===== src/verilog/bsc_cfg.svh =====
// constants for the boundary scan instruction logic of the memory
// assumes it is included by bare name from the package and the design
`ifndef BSC_CFG_SVH
`define BSC_CFG_SVH

// =====================================================================
// instruction register
`define BSC_IR_W          3
`define BSC_OP_EXTEST     3'h0
`define BSC_OP_IDCODE     3'h1
`define BSC_OP_FLOAT      3'h2
`define BSC_OP_SAMPLE     3'h4
`define BSC_OP_BYPASS     3'h7
`define BSC_IR_CAPTURE    2'h1

// =====================================================================
// data registers
`define BSC_BSR_W         89
`define BSC_ID_W          32
// identification value is arbitrary; bit 0 marks a present id register
`define BSC_ID_VALUE      32'h0a5a_3001
`define BSC_FIFO_D        8

// =====================================================================
// helper figures
`define BSC_TLR_EDGES     3'h5
`define BSC_SYNC_ONE      1'h1

`endif


===== src/verilog/bsc_pkg.sv =====
// types shared by the boundary scan instruction logic
// assumes bsc_cfg.svh sits in the include path
`include "bsc_cfg.svh"

package bsc_pkg;

   // =================================================================
   // controller states, sixteen of them
   typedef enum logic [3:0] {
      TLR, RTI, SEL_DR, CAP_DR, SH_DR, EX1_DR, PAU_DR, EX2_DR, UPD_DR,
      SEL_IR, CAP_IR, SH_IR, EX1_IR, PAU_IR, EX2_IR, UPD_IR
   } tap_state_e;

   // =================================================================
   // the three test inputs travel together
   typedef struct packed {
      logic tck;   // test clock level
      logic tms;   // mode select
      logic tdi;   // serial data in
   } tap_pins_s;

endpackage : bsc_pkg


===== src/verilog/boundary_scan_instruction_logic.sv =====
// boundary scan instruction logic with its pin snapshot fifo
// assumes tck, tms, tdi arrive asynchronously and the snapshot
// source runs on clk_i
`timescale 1ns/1ps
`include "bsc_cfg.svh"

// =====================================================================
// snapshot fifo
module bsc_snap_fifo #(
   parameter int unsigned W = 8,
   parameter int unsigned D = `BSC_FIFO_D
) (
   input  wire logic         clk_i,
   input  wire logic         reset_i,
   input  wire logic         ce_i,
   input  wire logic [W-1:0] in_data_i,
   input  wire logic         in_valid_i,
   output logic              in_ready_o,
   output logic [W-1:0]      out_data_o,
   output logic              out_valid_o,
   input  wire logic         out_ready_i
);
   localparam int unsigned AW = (D > 1) ? $clog2(D) : 1;
   localparam int unsigned CW = $clog2(D + 1);
   localparam logic [CW-1:0] DEPTH = CW'(D);

   logic [W-1:0]  mem_r [D];   // storage in flip-flops
   logic [W-1:0]  mem_nxt [D];
   logic [AW-1:0] wp_r, wp_nxt; // write index
   logic [AW-1:0] rp_r, rp_nxt; // read index
   logic [CW-1:0] cnt_r, cnt_nxt; // words held
   logic          ready_r, ready_nxt; // registered so ready is a flop
   logic          push, pop;

   assign in_ready_o  = ready_r;
   assign out_valid_o = (cnt_r != '0);
   assign out_data_o  = mem_r[rp_r];

   // pointer step with wrap, used by both ends
   function automatic logic [AW-1:0] step(input logic [AW-1:0] p);
      step = (p == AW'(D - 1)) ? '0 : AW'(p + 1'b1);
   endfunction : step

   // next state of the fifo
   always_comb begin
      push    = ce_i & in_valid_i & ready_r;
      pop     = ce_i & out_valid_o & out_ready_i;
      mem_nxt = mem_r;
      wp_nxt  = wp_r;
      rp_nxt  = rp_r;
      cnt_nxt = cnt_r;
      if (push) begin
         mem_nxt[wp_r] = in_data_i;
         wp_nxt        = step(wp_r);
      end
      if (pop) begin
         rp_nxt = step(rp_r);
      end
      if (push && !pop) begin
         cnt_nxt = CW'(cnt_r + 1'b1);
      end else if (pop && !push) begin
         cnt_nxt = CW'(cnt_r - 1'b1);
      end
      ready_nxt = (cnt_nxt != DEPTH);
   end

   // register only
   always_ff @(posedge clk_i) begin
      if (reset_i) begin
         wp_r   <= '0;
         rp_r   <= '0;
         cnt_r  <= '0;
         ready_r <= 1'b1;
         for (int i = 0; i < D; i++) begin
            mem_r[i] <= '0;
         end
      end else begin
         mem_r  <= mem_nxt;
         wp_r   <= wp_nxt;
         rp_r   <= rp_nxt;
         cnt_r  <= cnt_nxt;
         ready_r <= ready_nxt;
      end
   end

endmodule : bsc_snap_fifo

// =====================================================================
// test access port with instruction, bypass, id and boundary registers
module boundary_scan_instruction_logic #(
   parameter int unsigned BSR_W    = `BSC_BSR_W,
   parameter int unsigned FIFO_D   = `BSC_FIFO_D,
   parameter logic [31:0] ID_VALUE = `BSC_ID_VALUE
) (
   input  wire logic               clk_i,
   input  wire logic               reset_i,
   input  wire logic               ce_i,
   input  wire bsc_pkg::tap_pins_s jtag_i,
   output logic                    tdo_o,
   output logic                    tdo_oe_o,
   input  wire logic [BSR_W-2:0]   snap_data_i,
   input  wire logic               snap_valid_i,
   output logic                    snap_ready_o,
   output logic [BSR_W-2:0]        pin_drive_o,
   output logic                    extest_o,
   output logic                    q_bus_en_o,
   output logic [2:0]              instr_o
);
   localparam int unsigned CELL = BSR_W - 1; // output bus enable cell
   localparam logic [BSR_W-1:0] UPD_PRESET = {1'b1, {(BSR_W-1){1'b0}}};

   // =================================================================
   // state
   bsc_pkg::tap_pins_s   pm_r, ps_r;     // two-stage synchroniser
   logic                 tck_d_r;        // delayed tck for edges
   bsc_pkg::tap_state_e  st_r, st_nxt;   // controller state
   logic [2:0]           ir_r, ir_nxt;   // current instruction
   logic [2:0]           irs_r, irs_nxt; // instruction shift stage
   logic                 byp_r, byp_nxt; // bypass stage
   logic [31:0]          id_r, id_nxt;   // id shift stage
   logic [BSR_W-1:0]     bsr_r, bsr_nxt; // boundary shift stage
   logic [BSR_W-1:0]     upd_r, upd_nxt; // boundary preload stage
   logic                 tdo_nxt, oe_nxt;
   logic                 ext_nxt, qen_nxt;
   logic [BSR_W-2:0]     pin_nxt;
   logic [2:0]           ones_r, ones_nxt; // tms-high edge count
   logic                 rise, fall;
   logic [BSR_W-2:0]     fifo_data;
   logic                 fifo_valid, fifo_pop;

   assign rise     = ps_r.tck & ~tck_d_r;
   assign fall     = ~ps_r.tck & tck_d_r;
   assign fifo_pop = rise & (st_r == bsc_pkg::CAP_DR) & uses_bsr(ir_r);

   // snapshots wait here until a capture takes the oldest one
   bsc_snap_fifo #(.W(BSR_W - 1), .D(FIFO_D)) u_fifo (
      .clk_i       (clk_i),
      .reset_i     (reset_i),
      .ce_i        (ce_i),
      .in_data_i   (snap_data_i),
      .in_valid_i  (snap_valid_i),
      .in_ready_o  (snap_ready_o),
      .out_data_o  (fifo_data),
      .out_valid_o (fifo_valid),
      .out_ready_i (fifo_pop)
   );

   // =================================================================
   // decode helpers
   // reserved codes fall to bypass so the chain stays one bit long
   function automatic logic uses_bsr(input logic [2:0] op);
      uses_bsr = (op == `BSC_OP_EXTEST) || (op == `BSC_OP_FLOAT) ||
                 (op == `BSC_OP_SAMPLE);
   endfunction : uses_bsr

   function automatic bsc_pkg::tap_state_e next_st(
      input bsc_pkg::tap_state_e s, input logic m);
      case (s)
         bsc_pkg::TLR:    next_st = m ? bsc_pkg::TLR    : bsc_pkg::RTI;
         bsc_pkg::RTI:    next_st = m ? bsc_pkg::SEL_DR : bsc_pkg::RTI;
         bsc_pkg::SEL_DR: next_st = m ? bsc_pkg::SEL_IR : bsc_pkg::CAP_DR;
         bsc_pkg::CAP_DR: next_st = m ? bsc_pkg::EX1_DR : bsc_pkg::SH_DR;
         bsc_pkg::SH_DR:  next_st = m ? bsc_pkg::EX1_DR : bsc_pkg::SH_DR;
         bsc_pkg::EX1_DR: next_st = m ? bsc_pkg::UPD_DR : bsc_pkg::PAU_DR;
         bsc_pkg::PAU_DR: next_st = m ? bsc_pkg::EX2_DR : bsc_pkg::PAU_DR;
         bsc_pkg::EX2_DR: next_st = m ? bsc_pkg::UPD_DR : bsc_pkg::SH_DR;
         bsc_pkg::UPD_DR: next_st = m ? bsc_pkg::SEL_DR : bsc_pkg::RTI;
         bsc_pkg::SEL_IR: next_st = m ? bsc_pkg::TLR    : bsc_pkg::CAP_IR;
         bsc_pkg::CAP_IR: next_st = m ? bsc_pkg::EX1_IR : bsc_pkg::SH_IR;
         bsc_pkg::SH_IR:  next_st = m ? bsc_pkg::EX1_IR : bsc_pkg::SH_IR;
         bsc_pkg::EX1_IR: next_st = m ? bsc_pkg::UPD_IR : bsc_pkg::PAU_IR;
         bsc_pkg::PAU_IR: next_st = m ? bsc_pkg::EX2_IR : bsc_pkg::PAU_IR;
         bsc_pkg::EX2_IR: next_st = m ? bsc_pkg::UPD_IR : bsc_pkg::SH_IR;
         bsc_pkg::UPD_IR: next_st = m ? bsc_pkg::SEL_DR : bsc_pkg::RTI;
         default:         next_st = bsc_pkg::TLR;
      endcase
   endfunction : next_st

   // =================================================================
   // next values of the whole port
   always_comb begin
      st_nxt   = st_r;
      ir_nxt   = ir_r;
      irs_nxt  = irs_r;
      byp_nxt  = byp_r;
      id_nxt   = id_r;
      bsr_nxt  = bsr_r;
      upd_nxt  = upd_r;
      tdo_nxt  = tdo_o;
      oe_nxt   = tdo_oe_o;
      ones_nxt = ones_r;
      ext_nxt  = (ir_r == `BSC_OP_EXTEST);
      // the enable cell only matters under external test
      if (ir_r == `BSC_OP_EXTEST) begin
         qen_nxt = upd_r[CELL];
      end else begin
         qen_nxt = (ir_r != `BSC_OP_FLOAT);
      end
      pin_nxt = upd_r[BSR_W-2:0];
      // actions on a rising test clock, chosen by the present state
      if (rise) begin
         st_nxt = next_st(st_r, ps_r.tms);
         // count tms-high rises, a low one clears the count
         ones_nxt = !ps_r.tms ? 3'h0 : (ones_r == `BSC_TLR_EDGES) ? ones_r
                    : 3'(ones_r + 1'b1);
         case (st_r)
            bsc_pkg::CAP_IR: begin
               irs_nxt = {1'b0, `BSC_IR_CAPTURE};
            end
            bsc_pkg::SH_IR: begin
               irs_nxt = {ps_r.tdi, irs_r[2:1]};
            end
            bsc_pkg::UPD_IR: begin
               ir_nxt = irs_r;
            end
            bsc_pkg::CAP_DR: begin
               byp_nxt = 1'b0;
               id_nxt  = ID_VALUE;
               // a fresh snapshot is taken if one waits, else the pins
               bsr_nxt = {upd_r[CELL],
                          fifo_valid ? fifo_data : snap_data_i};
            end
            bsc_pkg::SH_DR: begin
               byp_nxt = ps_r.tdi;
               id_nxt  = {ps_r.tdi, id_r[31:1]};
               // old bits leave at the lsb as new ones enter the msb
               bsr_nxt = {ps_r.tdi, bsr_r[BSR_W-1:1]};
            end
            bsc_pkg::UPD_DR: begin
               if ((ir_r == `BSC_OP_SAMPLE) ||
                   (ir_r == `BSC_OP_EXTEST)) begin
                  upd_nxt = bsr_r;
               end
            end
            default: ;
         endcase
      end
      // reset state holds the defaults for as long as it lasts
      if (st_r == bsc_pkg::TLR) begin
         ir_nxt        = `BSC_OP_IDCODE;
         upd_nxt[CELL] = 1'b1;
      end
      // tdo moves on the falling edge so the far end samples it safely
      if (fall) begin
         oe_nxt = (st_r == bsc_pkg::SH_IR) || (st_r == bsc_pkg::SH_DR);
         if (st_r == bsc_pkg::SH_IR) begin
            tdo_nxt = irs_r[0];
         end else if (ir_r == `BSC_OP_IDCODE) begin
            tdo_nxt = id_r[0];
         end else if (uses_bsr(ir_r)) begin
            tdo_nxt = bsr_r[0];
         end else begin
            tdo_nxt = byp_r;
         end
      end
   end

   // =================================================================
   // registers; ce_i low freezes everything
   always_ff @(posedge clk_i) begin
      if (reset_i) begin
         pm_r        <= '0;
         ps_r        <= '0;
         tck_d_r     <= 1'b0;
         st_r        <= bsc_pkg::TLR;
         ir_r        <= `BSC_OP_IDCODE;
         irs_r       <= '0;
         byp_r       <= 1'b0;
         id_r        <= '0;
         bsr_r       <= '0;
         upd_r       <= UPD_PRESET;
         tdo_o       <= 1'b0;
         tdo_oe_o    <= 1'b0;
         extest_o    <= 1'b0;
         q_bus_en_o  <= 1'b1;
         pin_drive_o <= '0;
         instr_o     <= `BSC_OP_IDCODE;
         ones_r      <= '0;
      end else if (ce_i) begin
         pm_r        <= jtag_i;
         ps_r        <= pm_r;
         tck_d_r     <= ps_r.tck;
         st_r        <= st_nxt;
         ir_r        <= ir_nxt;
         irs_r       <= irs_nxt;
         byp_r       <= byp_nxt;
         id_r        <= id_nxt;
         bsr_r       <= bsr_nxt;
         upd_r       <= upd_nxt;
         tdo_o       <= tdo_nxt;
         tdo_oe_o    <= oe_nxt;
         extest_o    <= ext_nxt;
         q_bus_en_o  <= qen_nxt;
         pin_drive_o <= pin_nxt;
         instr_o     <= ir_r;
         ones_r      <= ones_nxt;
      end
   end
endmodule : boundary_scan_instruction_logic


===== config.mk =====
export PLATFORM = sky130hd
export DESIGN_NAME = boundary_scan_instruction_logic
export DESIGN_NICKNAME = d
export VERILOG_FILES = /design/src/verilog/bsc_pkg.sv /design/src/verilog/boundary_scan_instruction_logic.sv
export VERILOG_INCLUDE_DIRS = /design/src /design/src/verilog
export SDC_FILE = /design/constraint.sdc
export NUM_CORES = 2
export LEC_CHECK = 0
export BUFFER_PORTS_ARGS = -buffer_cell sky130_fd_sc_hd__buf_2
export CAP_MARGIN = 20
export CORE_MARGIN = 2
export CORE_UTILIZATION = 45
export DETAILED_ROUTE_END_ITERATION = 10
export GPL_TIMING_DRIVEN = 0
export PLACE_DENSITY = 0.62
export SLEW_MARGIN = 25
export SYNTH_ARGS = -nofsm -noshare
export SYNTH_HDL_FRONTEND = slang
export SYNTH_HIERARCHICAL = 1
export SYNTH_SLANG_ARGS = --single-unit

===== constraint.sdc =====
create_clock -name clk_i -period 2.2 [get_ports clk_i]
set_input_delay 0.22 -clock clk_i [delete_from_list [all_inputs] [get_ports clk_i]]
set_output_delay 0.22 -clock clk_i [all_outputs]
set_load 0.02 [all_outputs]

==> summary.txt <==
Worst setup path
  • Crit end category: flip-flop
  • Worst Setup Start Kind: flip-flop
  • Worst path arrival time: 2.91 ns
  • Worst path required time: 2.75 ns
  • Max FO, Critical Path: 6
  • WS Path Type: reg2reg
  • R2R Path End: bsr_r[87]
  • Flop2flop setup slack: -0.16 ns
  • R2R cell count: 9
  • Reg-to-Reg Start: u_fifo/rp_r[0]

Yosys
  • Synth Net Count: 5168
  • Synthesized instance count: 5067
  • Most frequently used flop master after synthesis: dfxtp_1
  • Flops & latches, synth: 1037
  • Register area share after synthesis: 47.9%
  • Synth warn: 6
  • Post-Synthesis Cell Area: 43300 µm²
  • Synth Area per Inst: 8.55 µm²
  • Asr flop ratio synth: 0%
  • Number of flops mapped to enable cells by yosys: 0
  • Synth cell types: 58

GRT
  • Gr ovfl total: 0
  • Vias in the first global route: 35.7k
  • First-pass GRT wire length: 214000 µm
  • M2 GR Usage: 45.3%
  • Most used routing layer: met2
  • Met1 Usage GRT: 38.1%
  • Largest net degree at the start of global routing: 16
  • Initial antenna violation count: 7
  • Total GRT Usage: 28.1%
  • Met3 Resource Use GR: 5.06%

Clock network
  • Root Driver: clkbuf_16
  • CTS H-tree depth: 3
  • Later-pin clock latency in the skew report: 0.70 ns
  • TritonCTS clock tree: yes
  • Deepest clock path buffer count: 3
  • Worst-path clk slew: 0.06 ns
  • Sink Count: 1037
  • TritonCTS Buffers: 109

Min path
  • Hold EP: u_fifo/mem_r[326]
  • Min-delay src: snap_data_i[62]
  • Worst hold path type: in2reg
  • Min-Delay Path Depth: 4

Drt
  • Drt first-iter violations: 3620
  • Vias per cell: 5.50
  • WL final: 143000 µm
  • Final ANT Viol Nets: 0
  • Drt pass-1 iters: 5
  • Drc violations: 0
  • Wire per inst: 20.8 µm
  • Routed vias: 37.8k

Die
  • Initial Util: 45.5%
  • # rows: 113
  • Ports: 191
  • Die area: 98700 µm²
  • CORE AREA: 95200 µm²
  • Die W: 314 µm
  • Die H: 314 µm

Outcome
  • Status: finished with violations
  • Violated checks: setup timing

Placed design
  • HPWL Detailed: 97500 µm
  • DP Worst Slack: -1.49 ns
  • Global placement routability congestion: 0.845
  • Port Buffers: 190

Final layout
  • Finished Core Util: 55.1%
  • Multi-input logic area: 20900 µm²
  • Nets: 5610
  • Fill cells: 8666
  • Layout cells sized above 1: 18.6%
  • Area growth syn-to-layout: 21.0%
  • Storage cell area: 20800 µm²

Timing
  • Final number of setup-violating endpoints: 89
  • Worst-margin pin slew: 1.06 ns
  • Period utilisation layout: 107%
  • Unrepaired setup endpoints after global routing: yes
  • Max-slew headroom: 29.5%
  • Max-slew violation count: 0
  • Worst setup margin: -0.162 ns
  • Final Hold Viols: 0
  • Final setup skew: 0.0263 ns
  • Fmax achieved: 423 MHz
  • Final Critical Period: 2.36 ns

Flow run
  • Max-cap violations: 0

Pwr
  • Peak supply drop: 0.630 mV
  • PwrDens: 775 nW/µm²
  • Leak pwr: 0.0188 µW
==> cell type report <==
| type | instances | share of cell area, % |
|---|---|---|
| Timing Repair Buffer | 340 | 4.98 |
| Multi-Input combinational cell | 3518 | 39.8 |
| Clock buffer | 161 | 6.06 |
| Clock inverter | 39 | 0.943 |
| Sequential cell | 1037 | 39.6 |
| Antenna cell | 2 | 0.00955 |
| Tap cell | 1265 | 3.02 |
| Inverter | 9 | 0.0645 |
| Buffer | 494 | 5.48 |
==> routing by layer <==
metal	vias up	part of all wire, %	wire [µm]
met3	267	7.3	10500
met1	18200	43	61700
met4	8	3.6	5100
met5	-	0.040	57
met2	1363	46	65700
li1	17900	-	-
==> Yosys cell counts, types with 2 or more instances <==
| cell | instances | area share (%) |
|---|---|---|
| nor3_1 | 19 | 0.22 |
| mux2i_1 | 190 | 4.4 |
| nor2_2 | 3 | 0.043 |
| nor2_1 | 167 | 1.4 |
| nor3_4 | 3 | 0.11 |
| clkbuf_2 | 11 | 0.13 |
| a211oi_1 | 3 | 0.052 |
| nand2b_1 | 5 | 0.072 |
| xnor2_1 | 4 | 0.081 |
| a211o_1 | 2 | 0.040 |
| nand3_1 | 13 | 0.15 |
| ha_1 | 6 | 0.17 |
| nor2b_1 | 4 | 0.058 |
| and3_1 | 4 | 0.058 |
| or3b_1 | 2 | 0.040 |
| a21oi_1 | 893 | 10 |
| buf_4 | 8 | 0.14 |
| nand2_1 | 1774 | 15 |
| o21ai_0 | 4 | 0.046 |
| buf_1 | 26 | 0.23 |
| mux4_2 | 176 | 9.2 |
| o211ai_1 | 90 | 1.6 |
| or2_1 | 2 | 0.029 |
| mux2_2 | 90 | 2.3 |
| inv_1 | 9 | 0.078 |
| and2_1 | 2 | 0.029 |
| a311oi_1 | 3 | 0.061 |
| dfxtp_1 | 1037 | 48 |
| nand4_1 | 3 | 0.043 |
| buf_2 | 187 | 2.2 |
| a31oi_1 | 4 | 0.058 |
| or3_1 | 3 | 0.043 |
| a22o_1 | 2 | 0.040 |
| clkbuf_1 | 270 | 2.3 |
| nand3b_1 | 2 | 0.035 |
| a22oi_1 | 23 | 0.40 |
| and4_1 | 2 | 0.040 |
==> through the flow <==
| stage | std cells | instance area [µm²] | total power, µW | TNS, ns | hold slack [ns] |
|---|---|---|---|---|---|
| 4_1_cts | 6857 | 52000 | 40800 | -7.23 | 0.000917 |
| 6_report | 6865 | 52400 | 40600 | -6.73 | 0.0231 |
| 3_3_place_gp | 6522 | 45900 | 21700 | -457.67 | 0.438 |
| 2_1_floorplan | 5067 | 43300 | 20800 | -3.41 | 0.295 |
| 5_1_grt | 6863 | 52400 | 41800 | -13.14 | 0.0223 |
| 3_5_place_dp | 6524 | 45900 | 21700 | -332.55 | 0.444 |
==> layout by cell type, fill, tap and decap left out, types with 4 or more instances in the layout <==
master	count
a31oi_1	4
mux2_4	44
mux4_2	176
nand3_1	9
buf_2	326
nor2_4	4
nor2_1	164
a21oi_1	893
clkbuf_16	118
o211ai_1	90
nand2_1	1773
mux2i_4	17
nor3_4	4
o21ai_0	4
buf_8	8
clkbuf_2	79
xnor2_1	4
ha_1	6
mux2_2	46
a22oi_1	23
buf_6	12
bufinv_16	9
mux2i_2	13
nor2b_1	4
clkbuf_8	25
buf_1	13
dfxtp_1	1034
inv_1	9
clkbuf_1	212
clkinv_2	22
mux2i_1	160
buf_4	64
nor3_1	19
buf_16	6
buf_12	29
clkbuf_4	12
dlygate4sd3_1	91
==> logic make-up (layout without fill, tap and decap cells) <==
family                     Yosys count  in the layout  synth area share, %
muxes                              456            456                 15.9
adders and majority gates            6              6                0.173
xor gates and xnor gates             5              5                0.101
other                                0              2                    0
DFF                               1037           1037                 47.9
AOI/OAI and AO/OA                 1034           1034                 12.8
and+or+nand+nor                   2017           2017                 18.0
buffers and inverters              512           1043                 5.10
==> flip-flops by register name (all words and copies together) (netlist names), 4 cells and up <==
name	flops
bsr_r	89
id_r	31
pin_drive_o	88
st_r	4
u_fifo/cnt_r	4
u_fifo/mem_r	704
upd_r	89
==> what timing repair did <==
action / CTS / global route
setup endpoints to repair: 894 / 660
pin swaps: 13 / 7
endpoints found under the hold margin: 714 / 0
resized for setup: 282 / 140
gates cloned: 6 / 8
buffers inserted: 36 / 11
hold buffers: 91 / 0
==> power breakdown <==
part / switching, µW / internal, µW
sequential: 77.7 / 18900
combinational: 1710 / 1070
clock: 7800 / 11000
total: 9590 / 31000
==> worst max path at each step <==
stage	from	end	slack [ns]	cells past startpoint
floorplan	u_fifo/rp_r[0]	bsr_r[57]	-0.06	9
global placement	u_fifo/rp_r[0]	bsr_r[86]	-1.51	10
detailed placement	u_fifo/rp_r[0]	bsr_r[86]	-1.49	10
CTS	u_fifo/rp_r[0]	bsr_r[82]	-0.16	11
global route	u_fifo/rp_r[0]	bsr_r[16]	-0.22	8
finish	u_fifo/rp_r[0]	bsr_r[87]	-0.16	9
==> critical path: stages (launching register included) <==
cell      delay, ns
dfxtp_4        0.39
buf_8          0.19
buf_12         0.18
buf_12         0.12
mux4_2         0.50
mux2_4         0.32
mux2i_1        0.19
nand2_1        0.10
o211ai_1       0.12
a21oi_1        0.08
No activity file was read; power rests on OpenSTA's default activity.
